File: config.mk
export PLATFORM = sky130hd
export DESIGN_NAME = lvpi_top
export DESIGN_NICKNAME = d
export VERILOG_FILES = /design/src/lvpi_pkg.sv /design/src/lvpi_sync.sv /design/src/lvpi_timer.sv /design/src/lvpi_top.sv
export SDC_FILE = /design/constraint.sdc
export NUM_CORES = 1
export LEC_CHECK = 0
export ABC_CLOCK_PERIOD_IN_PS = 3250
export BUFFER_PORTS_ARGS = -buffer_cell sky130_fd_sc_hd__buf_4
export CAP_MARGIN = 20
export CORE_AREA = 2 2 70 138
export CTS_BUF_LIST = sky130_fd_sc_hd__clkbuf_16
export CTS_CLUSTER_SIZE = 20
export DETAILED_ROUTE_END_ITERATION = 7
export DIE_AREA = 0 0 72 140
export GPL_TIMING_DRIVEN = 0
export HOLD_SLACK_MARGIN = 0.06
export PLACE_DENSITY = 0.84
export SLEW_MARGIN = 20
export SYNTH_ARGS = -nofsm -noshare
export SYNTH_HDL_FRONTEND = slang
export SYNTH_SLANG_ARGS = --single-unit
export TNS_END_PERCENT = 100
File: constraint.sdc
create_clock -name i_mclk -period 3.25 [get_ports i_mclk]
set_input_delay 0.8125 -clock i_mclk [delete_from_list [all_inputs] [get_ports i_mclk]]
set_output_delay 0.8125 -clock i_mclk [all_outputs]
set_load 0.02 [all_outputs]
File: src/lvpi_pkg.sv
// Purpose: Shared constants for the low-voltage and periodic interrupt block
// Assumes: Classic Wishbone, 32-bit data, byte registers in the low lane
// Notes:   Register indices are word indices; byte address is four times the index
package lvpi_pkg;
    // Register indices and byte addresses
    localparam logic [7:0] LVPI_IDX_LV_CTL   = 8'h11;
    localparam logic [7:0] LVPI_IDX_PI_CTL   = 8'h12;
    localparam logic [7:0] LVPI_IDX_IRQ_STAT = 8'h13;
    localparam logic [7:0] LVPI_IDX_IRQ_EN   = 8'h14;
    localparam logic [7:0] LVPI_IDX_IRQ_CLR  = 8'h15;
    localparam logic [7:0] LVPI_IDX_RATE     = 8'h16;
    localparam logic [9:0] LVPI_ADR_LV_CTL   = {LVPI_IDX_LV_CTL, 2'b00};
    localparam logic [9:0] LVPI_ADR_PI_CTL   = {LVPI_IDX_PI_CTL, 2'b00};
    localparam logic [9:0] LVPI_ADR_IRQ_STAT = {LVPI_IDX_IRQ_STAT, 2'b00};
    localparam logic [9:0] LVPI_ADR_IRQ_EN   = {LVPI_IDX_IRQ_EN, 2'b00};
    localparam logic [9:0] LVPI_ADR_IRQ_CLR  = {LVPI_IDX_IRQ_CLR, 2'b00};
    localparam logic [9:0] LVPI_ADR_RATE     = {LVPI_IDX_RATE, 2'b00};
    // Low-voltage control fields
    localparam int LVPI_LV_STATUS_BIT = 2;
    localparam int LVPI_LV_IRQEN_BIT  = 1;
    localparam int LVPI_LV_FLAG_BIT   = 0;
    // Periodic control fields
    localparam int LVPI_PI_CLKSEL_BIT = 7;
    localparam int LVPI_PI_WAVE_BIT   = 4;
    localparam int LVPI_PI_EXTEN_BIT  = 3;
    localparam int LVPI_PI_FEAT_BIT   = 2;
    localparam int LVPI_PI_IRQEN_BIT  = 1;
    localparam int LVPI_PI_FLAG_BIT   = 0;
    // Interrupt status layout
    localparam int LVPI_EV_LV = 0;
    localparam int LVPI_EV_PI = 1;
    localparam int LVPI_NEV   = 2;
    // Reset values
    localparam logic [7:0]  LVPI_RST_BYTE = 8'h00;
    localparam logic [15:0] LVPI_RST_RATE = 16'h0000;
    // Autonomous clock: bus clock divided by this count
    localparam logic [7:0]  LVPI_ACLK_DIV = 8'h64;
    // Minimum period in selected ticks for rate 0, and its half for the pulse
    localparam logic [16:0] LVPI_MIN_TICKS  = 17'h00002;
    localparam logic [16:0] LVPI_PULSE_TICKS = LVPI_MIN_TICKS >> 1;
endpackage

File: src/lvpi_sync.sv
// Purpose: Three-stage synchroniser for one level from outside the domain
// Assumes: Single clock i_mclk, asynchronous active-low reset
// Notes:   A change is accepted once stages two and three agree
`timescale 1ns/1ps
module lvpi_sync
    import lvpi_pkg::*;
(
    input  wire logic i_mclk,
    input  wire logic i_nrst,
    input  wire logic i_async,
    output logic      o_level
);
    logic s1_r;
    logic s2_r;
    logic s3_r;
    logic lvl_r;
    logic agree;

    // Stage two and three agreement decides the level
    assign agree   = (s2_r == s3_r);
    assign o_level = lvl_r;

    // Shift chain and accepted level
    always_ff @(posedge i_mclk or negedge i_nrst)
    begin
        if (!i_nrst)
        begin
            s1_r  <= 1'b0;
            s2_r  <= 1'b0;
            s3_r  <= 1'b0;
            lvl_r <= 1'b0;
        end
        else
        begin
            s1_r <= i_async;
            s2_r <= s1_r;
            s3_r <= s2_r;
            if (agree)
                lvl_r <= s3_r;
        end
    end
endmodule

File: src/lvpi_timer.sv
// Purpose: Periodic timer with pulse and square-wave outputs
// Assumes: i_tick is a one-cycle enable from the selected source
// Notes:   Period is rate plus the minimum period, in ticks
`timescale 1ns/1ps
module lvpi_timer
    import lvpi_pkg::*;
(
    input  wire logic        i_mclk,
    input  wire logic        i_nrst,
    input  wire logic        i_run,
    input  wire logic        i_tick,
    input  wire logic [15:0] i_rate,
    output logic             o_expire,
    output logic             o_pulse,
    output logic             o_square
);
    logic [16:0] cnt_r;
    logic [16:0] plen_r;
    logic        sq_r;
    logic        ex_r;
    logic [16:0] last;
    logic        hit;

    // Terminal count from the rate value
    assign last     = {1'b0, i_rate} + LVPI_MIN_TICKS - 17'h00001;
    assign hit      = i_run && i_tick && (cnt_r >= last);
    assign o_expire = ex_r;
    assign o_pulse  = (plen_r != 17'h00000);
    assign o_square = sq_r;

    // Count ticks, restart on expiry, shape waveforms
    always_ff @(posedge i_mclk or negedge i_nrst)
    begin
        if (!i_nrst)
        begin
            cnt_r  <= 17'h00000;
            plen_r <= 17'h00000;
            sq_r   <= 1'b0;
            ex_r   <= 1'b0;
        end
        else if (!i_run)
        begin
            cnt_r  <= 17'h00000;
            plen_r <= 17'h00000;
            sq_r   <= 1'b0;
            ex_r   <= 1'b0;
        end
        else
        begin
            ex_r <= hit;
            if (hit)
            begin
                cnt_r  <= 17'h00000;
                plen_r <= LVPI_PULSE_TICKS;
                sq_r   <= ~sq_r;
            end
            else
            begin
                if (i_tick)
                    cnt_r <= cnt_r + 17'h00001;
                if (i_tick && plen_r != 17'h00000)
                    plen_r <= plen_r - 17'h00001;
            end
        end
    end
endmodule

File: src/lvpi_top.sv
// Purpose: Low-voltage flag and autonomous periodic interrupt timer
// Assumes: Classic Wishbone slave, 32-bit data, register byte in lane 0
// Notes:   Ack comes one cycle after the request, lasts one cycle
//
// The Wishbone register port is this design's own decision.
`timescale 1ns/1ps
// What this block does
// - Read-only low-voltage status at bit 2 follows the supply; writes ignored.
// - Low-voltage flag sets on any status change; cleared by writing one.
// - Low-voltage interrupt requested while its enable and flag are both set.
// - Enable and flag writable anytime; upper five bits read zero.
// - Clock select bit 7: 0 autonomous, 1 bus; changeable only while disabled.
// - Feature enable bit 2 starts the periodic timer; clearing stops it.
// - Waveform reaches output pin only with external access and feature enabled.
// - Select 0: high pulse each period end, half the minimum period wide.
// - Select 1: square clock of twice the timer period.
// - Periodic flag sets each elapsed period; cleared by writing one.
// - Periodic interrupt requested while its enable and flag are both set.
module lvpi_top
    import lvpi_pkg::*;
(
    input  wire logic        i_mclk,
    input  wire logic        i_nrst,
    input  wire logic        i_wb_cyc,
    input  wire logic        i_wb_stb,
    input  wire logic        i_wb_we,
    input  wire logic [9:0]  i_wb_adr,
    input  wire logic [3:0]  i_wb_sel,
    input  wire logic [31:0] i_wb_dat,
    output logic [31:0]      o_wb_dat,
    output logic             o_wb_ack,
    input  wire logic        i_low_voltage,
    output logic             o_lv_irq,
    output logic             o_pi_irq,
    output logic             o_irq,
    output logic             o_periodic_output_pin
);
    logic        ack_r;
    logic [31:0] rdat_r;
    logic        lv_irqen_r;
    logic        lv_flag_r;
    logic        lv_prev_r;
    logic        clksel_r;
    logic        wave_r;
    logic        exten_r;
    logic        feat_r;
    logic        pi_irqen_r;
    logic        pi_flag_r;
    logic [15:0] rate_r;
    logic [LVPI_NEV-1:0] stat_r;
    logic [LVPI_NEV-1:0] en_r;
    logic [7:0]  div_r;
    logic        aclk_tick_r;
    logic        pin_r;

    logic        lv_level;
    logic        lv_change;
    logic        req;
    logic        wr;
    logic        wr0;
    logic        wr1;
    logic        hit_lv;
    logic        hit_pi;
    logic        hit_stat;
    logic        hit_en;
    logic        hit_clr;
    logic        hit_rate;
    logic [7:0]  wbyte;
    logic [7:0]  lv_byte;
    logic [7:0]  pi_byte;
    logic [31:0] rmux;
    logic        tick;
    logic        expire;
    logic        pulse;
    logic        square;
    logic [LVPI_NEV-1:0] ev;
    logic [LVPI_NEV-1:0] clr;

    // Supply level crossing into the clock domain
    lvpi_sync u_sync (
        .i_mclk  (i_mclk),
        .i_nrst  (i_nrst),
        .i_async (i_low_voltage),
        .o_level (lv_level)
    );

    // Selected tick source feeds the timer
    assign tick = clksel_r ? 1'b1 : aclk_tick_r;

    lvpi_timer u_timer (
        .i_mclk   (i_mclk),
        .i_nrst   (i_nrst),
        .i_run    (feat_r),
        .i_tick   (tick),
        .i_rate   (rate_r),
        .o_expire (expire),
        .o_pulse  (pulse),
        .o_square (square)
    );

    // Bus decode, new request only when no ack pending
    assign req      = i_wb_cyc && i_wb_stb && !ack_r;
    assign wr       = req && i_wb_we;
    assign wr0      = wr && i_wb_sel[0];
    assign wr1      = wr && i_wb_sel[1];
    assign wbyte    = i_wb_dat[7:0];
    assign hit_lv   = (i_wb_adr == LVPI_ADR_LV_CTL);
    assign hit_pi   = (i_wb_adr == LVPI_ADR_PI_CTL);
    assign hit_stat = (i_wb_adr == LVPI_ADR_IRQ_STAT);
    assign hit_en   = (i_wb_adr == LVPI_ADR_IRQ_EN);
    assign hit_clr  = (i_wb_adr == LVPI_ADR_IRQ_CLR);
    assign hit_rate = (i_wb_adr == LVPI_ADR_RATE);

    // Register byte images
    assign lv_byte = {5'b00000, lv_level, lv_irqen_r, lv_flag_r};
    assign pi_byte = {clksel_r, 2'b00, wave_r, exten_r, feat_r, pi_irqen_r, pi_flag_r};

    // Read mux; unmapped and write-only addresses read zero
    assign rmux = hit_lv   ? {24'h000000, lv_byte} :
                  hit_pi   ? {24'h000000, pi_byte} :
                  hit_stat ? {30'h00000000, stat_r} :
                  hit_en   ? {30'h00000000, en_r} :
                  hit_rate ? {16'h0000, rate_r} :
                  32'h00000000;

    // Status change and sticky clear strobes
    assign lv_change = (lv_level != lv_prev_r);
    assign ev        = {expire, lv_change};
    assign clr       = (wr0 && hit_clr) ? wbyte[LVPI_NEV-1:0] : {LVPI_NEV{1'b0}};

    // Interrupt outputs
    assign o_lv_irq = lv_irqen_r && lv_flag_r;
    assign o_pi_irq = pi_irqen_r && pi_flag_r;
    assign o_irq    = |(stat_r & en_r);
    assign o_wb_ack = ack_r;
    assign o_wb_dat = rdat_r;
    assign o_periodic_output_pin = pin_r;

    // Bus answer one cycle after the request
    always_ff @(posedge i_mclk or negedge i_nrst)
    begin
        if (!i_nrst)
        begin
            ack_r  <= 1'b0;
            rdat_r <= 32'h00000000;
        end
        else
        begin
            ack_r  <= req;
            rdat_r <= req ? rmux : 32'h00000000;
        end
    end

    // Autonomous clock divider, one-cycle tick
    always_ff @(posedge i_mclk or negedge i_nrst)
    begin
        if (!i_nrst)
        begin
            div_r       <= 8'h00;
            aclk_tick_r <= 1'b0;
        end
        else
        begin
            aclk_tick_r <= (div_r == LVPI_ACLK_DIV - 8'h01);
            div_r       <= (div_r == LVPI_ACLK_DIV - 8'h01) ? 8'h00 : div_r + 8'h01;
        end
    end

    // Low-voltage control register and flag
    always_ff @(posedge i_mclk or negedge i_nrst)
    begin
        if (!i_nrst)
        begin
            lv_irqen_r <= 1'b0;
            lv_flag_r  <= 1'b0;
            lv_prev_r  <= 1'b0;
        end
        else
        begin
            lv_prev_r <= lv_level;
            if (wr0 && hit_lv)
                lv_irqen_r <= wbyte[LVPI_LV_IRQEN_BIT];
            if (lv_change)
                lv_flag_r <= 1'b1;
            else if (wr0 && hit_lv && wbyte[LVPI_LV_FLAG_BIT])
                lv_flag_r <= 1'b0;
        end
    end

    // Periodic control register and flag
    always_ff @(posedge i_mclk or negedge i_nrst)
    begin
        if (!i_nrst)
        begin
            clksel_r   <= 1'b0;
            wave_r     <= 1'b0;
            exten_r    <= 1'b0;
            feat_r     <= 1'b0;
            pi_irqen_r <= 1'b0;
            pi_flag_r  <= 1'b0;
        end
        else
        begin
            if (wr0 && hit_pi)
            begin
                if (!feat_r && !wbyte[LVPI_PI_FEAT_BIT])
                    clksel_r <= wbyte[LVPI_PI_CLKSEL_BIT];
                wave_r     <= wbyte[LVPI_PI_WAVE_BIT];
                exten_r    <= wbyte[LVPI_PI_EXTEN_BIT];
                feat_r     <= wbyte[LVPI_PI_FEAT_BIT];
                pi_irqen_r <= wbyte[LVPI_PI_IRQEN_BIT];
            end
            if (expire)
                pi_flag_r <= 1'b1;
            else if (wr0 && hit_pi && wbyte[LVPI_PI_FLAG_BIT])
                pi_flag_r <= 1'b0;
        end
    end

    // Rate value register
    always_ff @(posedge i_mclk or negedge i_nrst)
    begin
        if (!i_nrst)
            rate_r <= LVPI_RST_RATE;
        else
        begin
            if (wr0 && hit_rate)
                rate_r[7:0] <= wbyte;
            if (wr1 && hit_rate)
                rate_r[15:8] <= i_wb_dat[15:8];
        end
    end

    // Shared status and enable, set wins over clear
    genvar g;
    generate
        for (g = 0; g < LVPI_NEV; g++)
        begin : g_ev
            always_ff @(posedge i_mclk or negedge i_nrst)
            begin
                if (!i_nrst)
                begin
                    stat_r[g] <= 1'b0;
                    en_r[g]   <= 1'b0;
                end
                else
                begin
                    if (ev[g])
                        stat_r[g] <= 1'b1;
                    else if (clr[g])
                        stat_r[g] <= 1'b0;
                    if (wr0 && hit_en)
                        en_r[g] <= wbyte[g];
                end
            end
        end
    endgenerate

    // External waveform gating
    always_ff @(posedge i_mclk or negedge i_nrst)
    begin
        if (!i_nrst)
            pin_r <= 1'b0;
        else
            pin_r <= exten_r && feat_r && (wave_r ? square : pulse);
    end
endmodule

=== Word-level counts from Yosys, hierarchy flattened ===
Index checks and enable logic that the tools add are counted.

* ROM bits: 0
* Memories: 0
* Bits in registers: 96
* Memory bits (writable): 0
* Input port bits: 52
* Latch bits: 0
* Word-level logic and storage cells: 106
* Output and inout bits: 37

* Bitwise gates (word level): 2
* Equality and inequality tests: 12
* Shift-type cells: 0
* Mux-type cells: 27
* Order comparisons: 1
* Divide/modulo/power cells: 0
* Multipliers: 0
* Add/subtract/negate cells: 5
* Reductions and logical operators: 31

{| class="wikitable"
|+ Operator list
! operator !! number
|-
| $mux 17 || 6
|-
| $mux 16 || 6
|-
| $eq 10x7->1 const B || 6
|-
| $sub 17x1->17 const B || 2
|-
| $logic_and 1x1->1 || 21
|-
| $add 16x2->17 const B || 1
|-
| $add 17x1->17 const B || 1
|-
| $ge 17x17->1 || 1
|-
| $reduce_bool 17->1 || 1
|-
| $mux 1 || 13
|-
| $add 8x1->8 const B || 1
|-
| $eq 8x7->1 const B || 1
|-
| $mux 8 || 1
|-
| $reduce_bool 2->1 || 4
|-
| $ne 3x1->1 const B || 2
|-
| $logic_not 1->1 || 3
|-
| $and 2x2->2 || 1
|-
| $mux 2 || 1
|-
| $ne 2x1->1 const B || 1
|-
| $reduce_and 2->1 || 1
|-
| $reduce_or 2->1 || 1
|-
| $eq 1x1->1 || 1
|-
| $ne 1x1->1 || 1
|-
| $not 1->1 || 1
|}

=== Logic depth before layout (Yosys ltp) ===
* Depth in word-level cells: 8
* Mapped depth: 13
* Gate-level depth less buffers: 13

=== By module ===
Synthesis repeated with hierarchy kept, for this count alone.

* Cells, all modules: 499
* Area total of the unflattened synthesis: 5171.2 µm²

{| class="wikitable"
|+ By module, submodules not included
! module !! instances !! cells each !! area an instance (µm²) !! sequential area each (µm²)
|-
| lvpi_timer || 1 || 288 || 2555.0 || 900.9
|-
| lvpi_top || 1 || 206 || 2504.9 || 1401.3
|-
| lvpi_sync || 1 || 5 || 111.4 || 100.1
|}

=== Worst setup path after synthesis ===
Ideal clock, no wire load.

* Path type: register to register
* From: reg rate_r[0]
* To: reg u_timer.cnt_r[7]
* Setup time: 0.082 ns
* Stages on the path, launching flop included: 14
* Data arrival time: 2.909 ns
* Data required time: 3.168 ns
* Buffers on the path: 0
* Slack: 0.259 ns
* Path through: dfrtp_1 > ha_1 > nand3_1 > nor2_1 > and4_1 > nand3_1 > xor2_1 > ha_1 > a211oi_1 > nor2_1 > or4_1 > nor2_2 > nand3_1 > a31oi_1

* Cells in the longest elaborated chain, start to end: 6

{| class="wikitable"
|+ Ends and longest elaborated chain
! element !! line !! source
|-
| start, declared || lvpi_top.sv:49 || <nowiki>logic [15:0] rate_r;</nowiki>
|-
| start signal, assigned || lvpi_top.sv:228 || <nowiki>rate_r[7:0] <= wbyte;</nowiki>
|-
| $add 16x2->17 (*) || lvpi_timer.sv:25 || <nowiki>assign last = {1'b0, i_rate} + LVPI_MIN_TICKS - 17'h00001;</nowiki>
|-
| $sub 17x1->17 (*) || lvpi_timer.sv:25 ||
|-
| $ge 17x17->1 (*) || lvpi_timer.sv:26 || <nowiki>assign hit = i_run && i_tick && (cnt_r >= last);</nowiki>
|-
| $logic_and 1x1->1 (*) || lvpi_timer.sv:26 ||
|-
| $mux 17 || lvpi_timer.sv:51 || <nowiki>if (hit)</nowiki>
|-
| $mux 17 || lvpi_timer.sv:41 || <nowiki>else if (!i_run)</nowiki>
|-
| end signal, assigned || lvpi_timer.sv:60 || <nowiki>cnt_r <= cnt_r + 17'h00001;</nowiki>
|-
| end, declared || lvpi_timer.sv:17 || <nowiki>logic [16:0] cnt_r;</nowiki>
|}

Mark *: on every way between the ends. The rest lies on a longest branch, timed or not.
A chain may end at the register's enable or synchronous reset.

=== Final worst setup path ===
* From: reg rate_r[4]
* To: reg u_timer.cnt_r[7]

The elaborated chain is that of the path after synthesis.

==> parameters.txt <==
Parameter                              Value

Status
  Result of the run ... completed

CTS
  CTS sink cnt ... 96
  Clock tree from TritonCTS ... built
  Hold buffer count at cts ... 0
  Clock buffer depth ... 2
  Root Driver ... sky130_fd_sc_hd__clkbuf_16
  Clock edge transition at the registers on the reported setup and hold paths ... 0.06 ns
  Number of buffers created by CTS ... 9
  Clock latency of the later-clocked register in the worst-skew pair ... 0.34 ns
  Count of H-tree levels built during CTS ... 3

Final layout
  Diodes inserted ... 0
  Fraction of final layout cells sized beyond drive strength 1 ... 0.280
  Number of nets at the end of the flow ... 636
  Final instance area ... 0.00610 mm²
  Area added between synthesis and finish ... 23.5%

Logic synthesis
  Yosys warning count ... 0
  Simple-gate area share of the yosys netlist ... 0.214
  Compound-gate portion of the synthesized area ... 0.0689
  Fraction of the yosys area taken by sequential cells ... 0.486
  Synthesized netlist cell count ... 467
  Yosys top cell area share ... 0.486
  Flops & latches, synth ... 96
  Post-synth design cell area ... 0.00494 mm²
  Fraction of synthesized area in multiplexers ... 0.0585
  Dominant combinational cell family by area after synthesis ... simple AND/OR/NAND/NOR gates
  Largest cells by area after synthesis ... sky130_fd_sc_hd__dfrtp_1 49%, sky130_fd_sc_hd__ha_1 5.3%, sky130_fd_sc_hd__mux2_2 5.0%, sky130_fd_sc_hd__xor2_1 4.4%, sky130_fd_sc_hd__nor2_1 4.1%
  Cell accounting for the most synthesized area ... sky130_fd_sc_hd__dfrtp_1
  Most instantiated flip-flop cell in the synthesis netlist ... sky130_fd_sc_hd__dfrtp_1
  Parity-gate share of the synthesized area counting xor and xnor cells ... 0.0762
  Number of enable flip-flop cells after synthesis ... 0
  Adder-cell share of the synthesized area ... 0.0552
  Post-Syn Area per Cell ... 10.6 µm²
  Distinct cells, synth ... 55
  Share of flip-flops with an asynchronous set or reset after synthesis ... 1.00

Floorplan
  Floorplan die height ... 140 µm
  Number of primary I/O pins ... 89
  Width of the die ... 72 µm
  Initial Utilization ... 0.548
  Row cnt ... 49
  Core ar. ... 0.00901 mm²
  Area of the die ... 0.0101 mm²

Timing
  Max Fclk ... 317 MHz
  Relative slew margins ... 0.434
  Portion of the clock cycle consumed by the worst path in the final layout ... 0.972
  Total Neg Setup Slack ... 0 ns
  Setup violators final ... 0
  RSZ-0062 raised after global routing ... yes
  Count of pins over their slew limit ... 0
  Skew final ... 0.00681 ns
  Final hold violations ... 0
  Smallest setup slack after layout ... 0.0907 ns
  Pin slew with the least headroom to its limit ... 0.849 ns
  Final min period ... 3.16 ns

Critical path
  Arrival time worst endpoint ... 3.42 ns
  Kind of end point of the critical path ... register
  Required arrival time at the worst endpoint ... 3.51 ns
  Worst reg2reg path depth ... 13
  Critical Path Fanout Max ... 4
  CP Launch Type ... register
  Worst reg2reg path startpoint ... rate_r[4]
  Worst-case register-to-register setup slack ... 0.09 ns
  Kind of critical path ... reg -> reg
  Reg-to-reg endpoint ... u_timer.cnt_r[7]

Global routing
  Number of antenna violations at the first check in global routing ... 0
  Total grt overflow ... 0
  Gr usage total ... 0.226
  First-pass GRT wire length ... 17700 µm
  Maximum number of pins on one net before global-route repair ... 97
  Vias in the first global route ... 3931

Pwr
  Part of the power in registers ... 0.495
  P_leak ... 0.00290 µW
  Proportion of power drawn by combinational gates ... 0.044
  Net Switching ... 513 µW
  Share of total power in the clock network ... 0.461
  Internal power ... 1920 µW
  Proportion of total power due to net switching ... 0.211
  Worst vdd ir ... 0.327 mV
  Total power divided by cell area ... 399 mW/mm²

Routing
  Post-detailed-route DRC marker count ... 0
  Final routed wirelength across all metal layers ... 11200 µm
  Drt pass-1 iters ... 5
  Routed length per instance ... 16.8 µm
  Initial DRC Count ... 261
  Number of antenna-violating nets in the routed design ... 0
  Total number of vias ... 3843
  Per-cell via count in the routed design ... 5.74

Place
  Detailed Place HPWL ... 7980 µm
  Port buffer count ... 54
  Final Wtd Congestion ... 0.851
  Pre-CTS setup slack ... -0.159 ns
  Placed Area ... 0.00553 mm²

Hold path
  Cell depth of the worst hold path ... 0
  Path type of the worst min-delay path ... reg -> reg
  Hold Crit Start ... u_sync.s1_r
  Worst hold endpoint ... u_sync.s2_r

Run
  MaxCap Viol Count ... 0
-- cell families after synthesis --
family	after synthesis
AOI/OAI and AO/OA	50
xor gates and xnor gates	43
adders and majority gates	22
buffers and inverters	35
DFF	96
muxes	26
other	1
and+or+nand+nor	194
-- cell usage after synthesis (3+ instances only) --
cell / number
sky130_fd_sc_hd__nand2b_1: 5
sky130_fd_sc_hd__xnor2_1: 18
sky130_fd_sc_hd__xor2_1: 25
sky130_fd_sc_hd__buf_2: 4
sky130_fd_sc_hd__buf_4: 16
sky130_fd_sc_hd__a31oi_1: 3
sky130_fd_sc_hd__mux2_2: 22
sky130_fd_sc_hd__a21o_1: 5
sky130_fd_sc_hd__nor2_1: 54
sky130_fd_sc_hd__and2_1: 14
sky130_fd_sc_hd__inv_1: 11
sky130_fd_sc_hd__a222oi_1: 3
sky130_fd_sc_hd__nor2b_1: 4
sky130_fd_sc_hd__clkbuf_1: 4
sky130_fd_sc_hd__o211ai_1: 3
sky130_fd_sc_hd__or4_4: 3
sky130_fd_sc_hd__a22oi_1: 3
sky130_fd_sc_hd__and4_1: 7
sky130_fd_sc_hd__nand2_1: 35
sky130_fd_sc_hd__a211oi_1: 3
sky130_fd_sc_hd__nand3_1: 23
sky130_fd_sc_hd__and3_1: 10
sky130_fd_sc_hd__dfrtp_1: 96
sky130_fd_sc_hd__o21ai_0: 6
sky130_fd_sc_hd__nand4_1: 6
sky130_fd_sc_hd__mux2i_1: 3
sky130_fd_sc_hd__a21oi_1: 13
sky130_fd_sc_hd__nor3_1: 10
sky130_fd_sc_hd__o31ai_1: 3
sky130_fd_sc_hd__ha_1: 21
-- layout make-up --
cell class / instances / area, µm²
buffer: 24 / 164
clock buffer: 9 / 225
clock inverter: 7 / 95.1
fill: 664 / 2910
inverter: 11 / 41.3
multi-input combinational: 351 / 2500
sequential: 96 / 2400
tap: 102 / 128
timing repair buffer: 70 / 542
-- routing by layer --
| metal | GRT usage | wire length (µm) |
|---|---|---|
| met3 | 0.0410 | 392 |
| met4 | 0.124 | 412 |
| met1 | 0.217 | 3790 |
| met5 | 0 | 0 |
| met2 | 0.432 | 6640 |
-- worst max-delay path, cell delays in order (launching register included) --
cell	delay, ns
sky130_fd_sc_hd__dfrtp_1	0.39
sky130_fd_sc_hd__and3_4	0.22
sky130_fd_sc_hd__nand3_4	0.09
sky130_fd_sc_hd__nor2_4	0.14
sky130_fd_sc_hd__and4_4	0.25
sky130_fd_sc_hd__nand3_2	0.08
sky130_fd_sc_hd__xor2_1	0.17
sky130_fd_sc_hd__ha_1	0.33
sky130_fd_sc_hd__a211oi_2	0.24
sky130_fd_sc_hd__nor2_2	0.07
sky130_fd_sc_hd__or4_4	0.57
sky130_fd_sc_hd__nor2_4	0.16
sky130_fd_sc_hd__nand3_1	0.14
sky130_fd_sc_hd__a31oi_1	0.22
-- worst max path at each step --
stage / startpoint / endpoint / cells past startpoint
floorplan: rate_r[0] / u_timer.cnt_r[7] / 13
global placement: rate_r[0] / u_timer.plen_r[6] / 13
detailed placement: rate_r[0] / u_timer.plen_r[14] / 13
CTS: rate_r[3] / u_timer.cnt_r[7] / 13
global route: rate_r[4] / u_timer.cnt_r[7] / 13
finish: rate_r[4] / u_timer.cnt_r[7] / 13
-- state kept, by name (all words and copies together), names as in the netlist, 2 cells and up --
signal	cells
stat_r	2
rate_r	16
div_r	8
en_r	2
u_timer.cnt_r	17
o_wb_dat	16
u_timer.plen_r	17
-- power groups by stage --
stage	Sequential (µW)	Combinational (µW)	Clock, µW
after floorplan	1230	43.1	0
final	1200	108	1120
after detailed placement	1230	108	0
after global placement	1230	106	0
after global routing	1200	119	1200
after CTS	1200	109	1140
-- timing repair --
item	4_1_cts	5_1_grt
setup endpoints to repair	28	35
resized for setup	7	20
setup buffers	4	12
pin swaps	1	10
-- through the flow --
stage	hold slack [ns]	power, µW	util	std cells
5_1_grt	0.356	2520	0.677	670
2_1_floorplan	0.331	1270	-	482
4_1_cts	0.353	2450	0.656	658
3_5_place_dp	0.339	1340	0.614	638
6_report	0.351	2430	0.677	670
3_3_place_gp	0.336	1330	0.613	638
-- placed cells by master (no fill, tap or decap), drive strengths merged, types with 4 or more instances in the layout --
master	netlist	layout
mux2	23	23
dfrtp	96	96
ha	21	21
and2	15	15
nand3	23	23
nor3	12	12
o21ai	8	8
buf	20	90
inv	11	12
xnor2	18	18
a21oi	14	14
nand2	36	36
nand4	6	6
nor2	56	56
and4	7	7
conb	1	16
and3	10	10
a31oi	4	4
nand2b	5	5
xor2	25	25
nor2b	4	4
clkbuf	4	13
or4	5	5
nor4	4	4
a21o	5	5
Note: power is estimated with default switching activity, not from simulation.
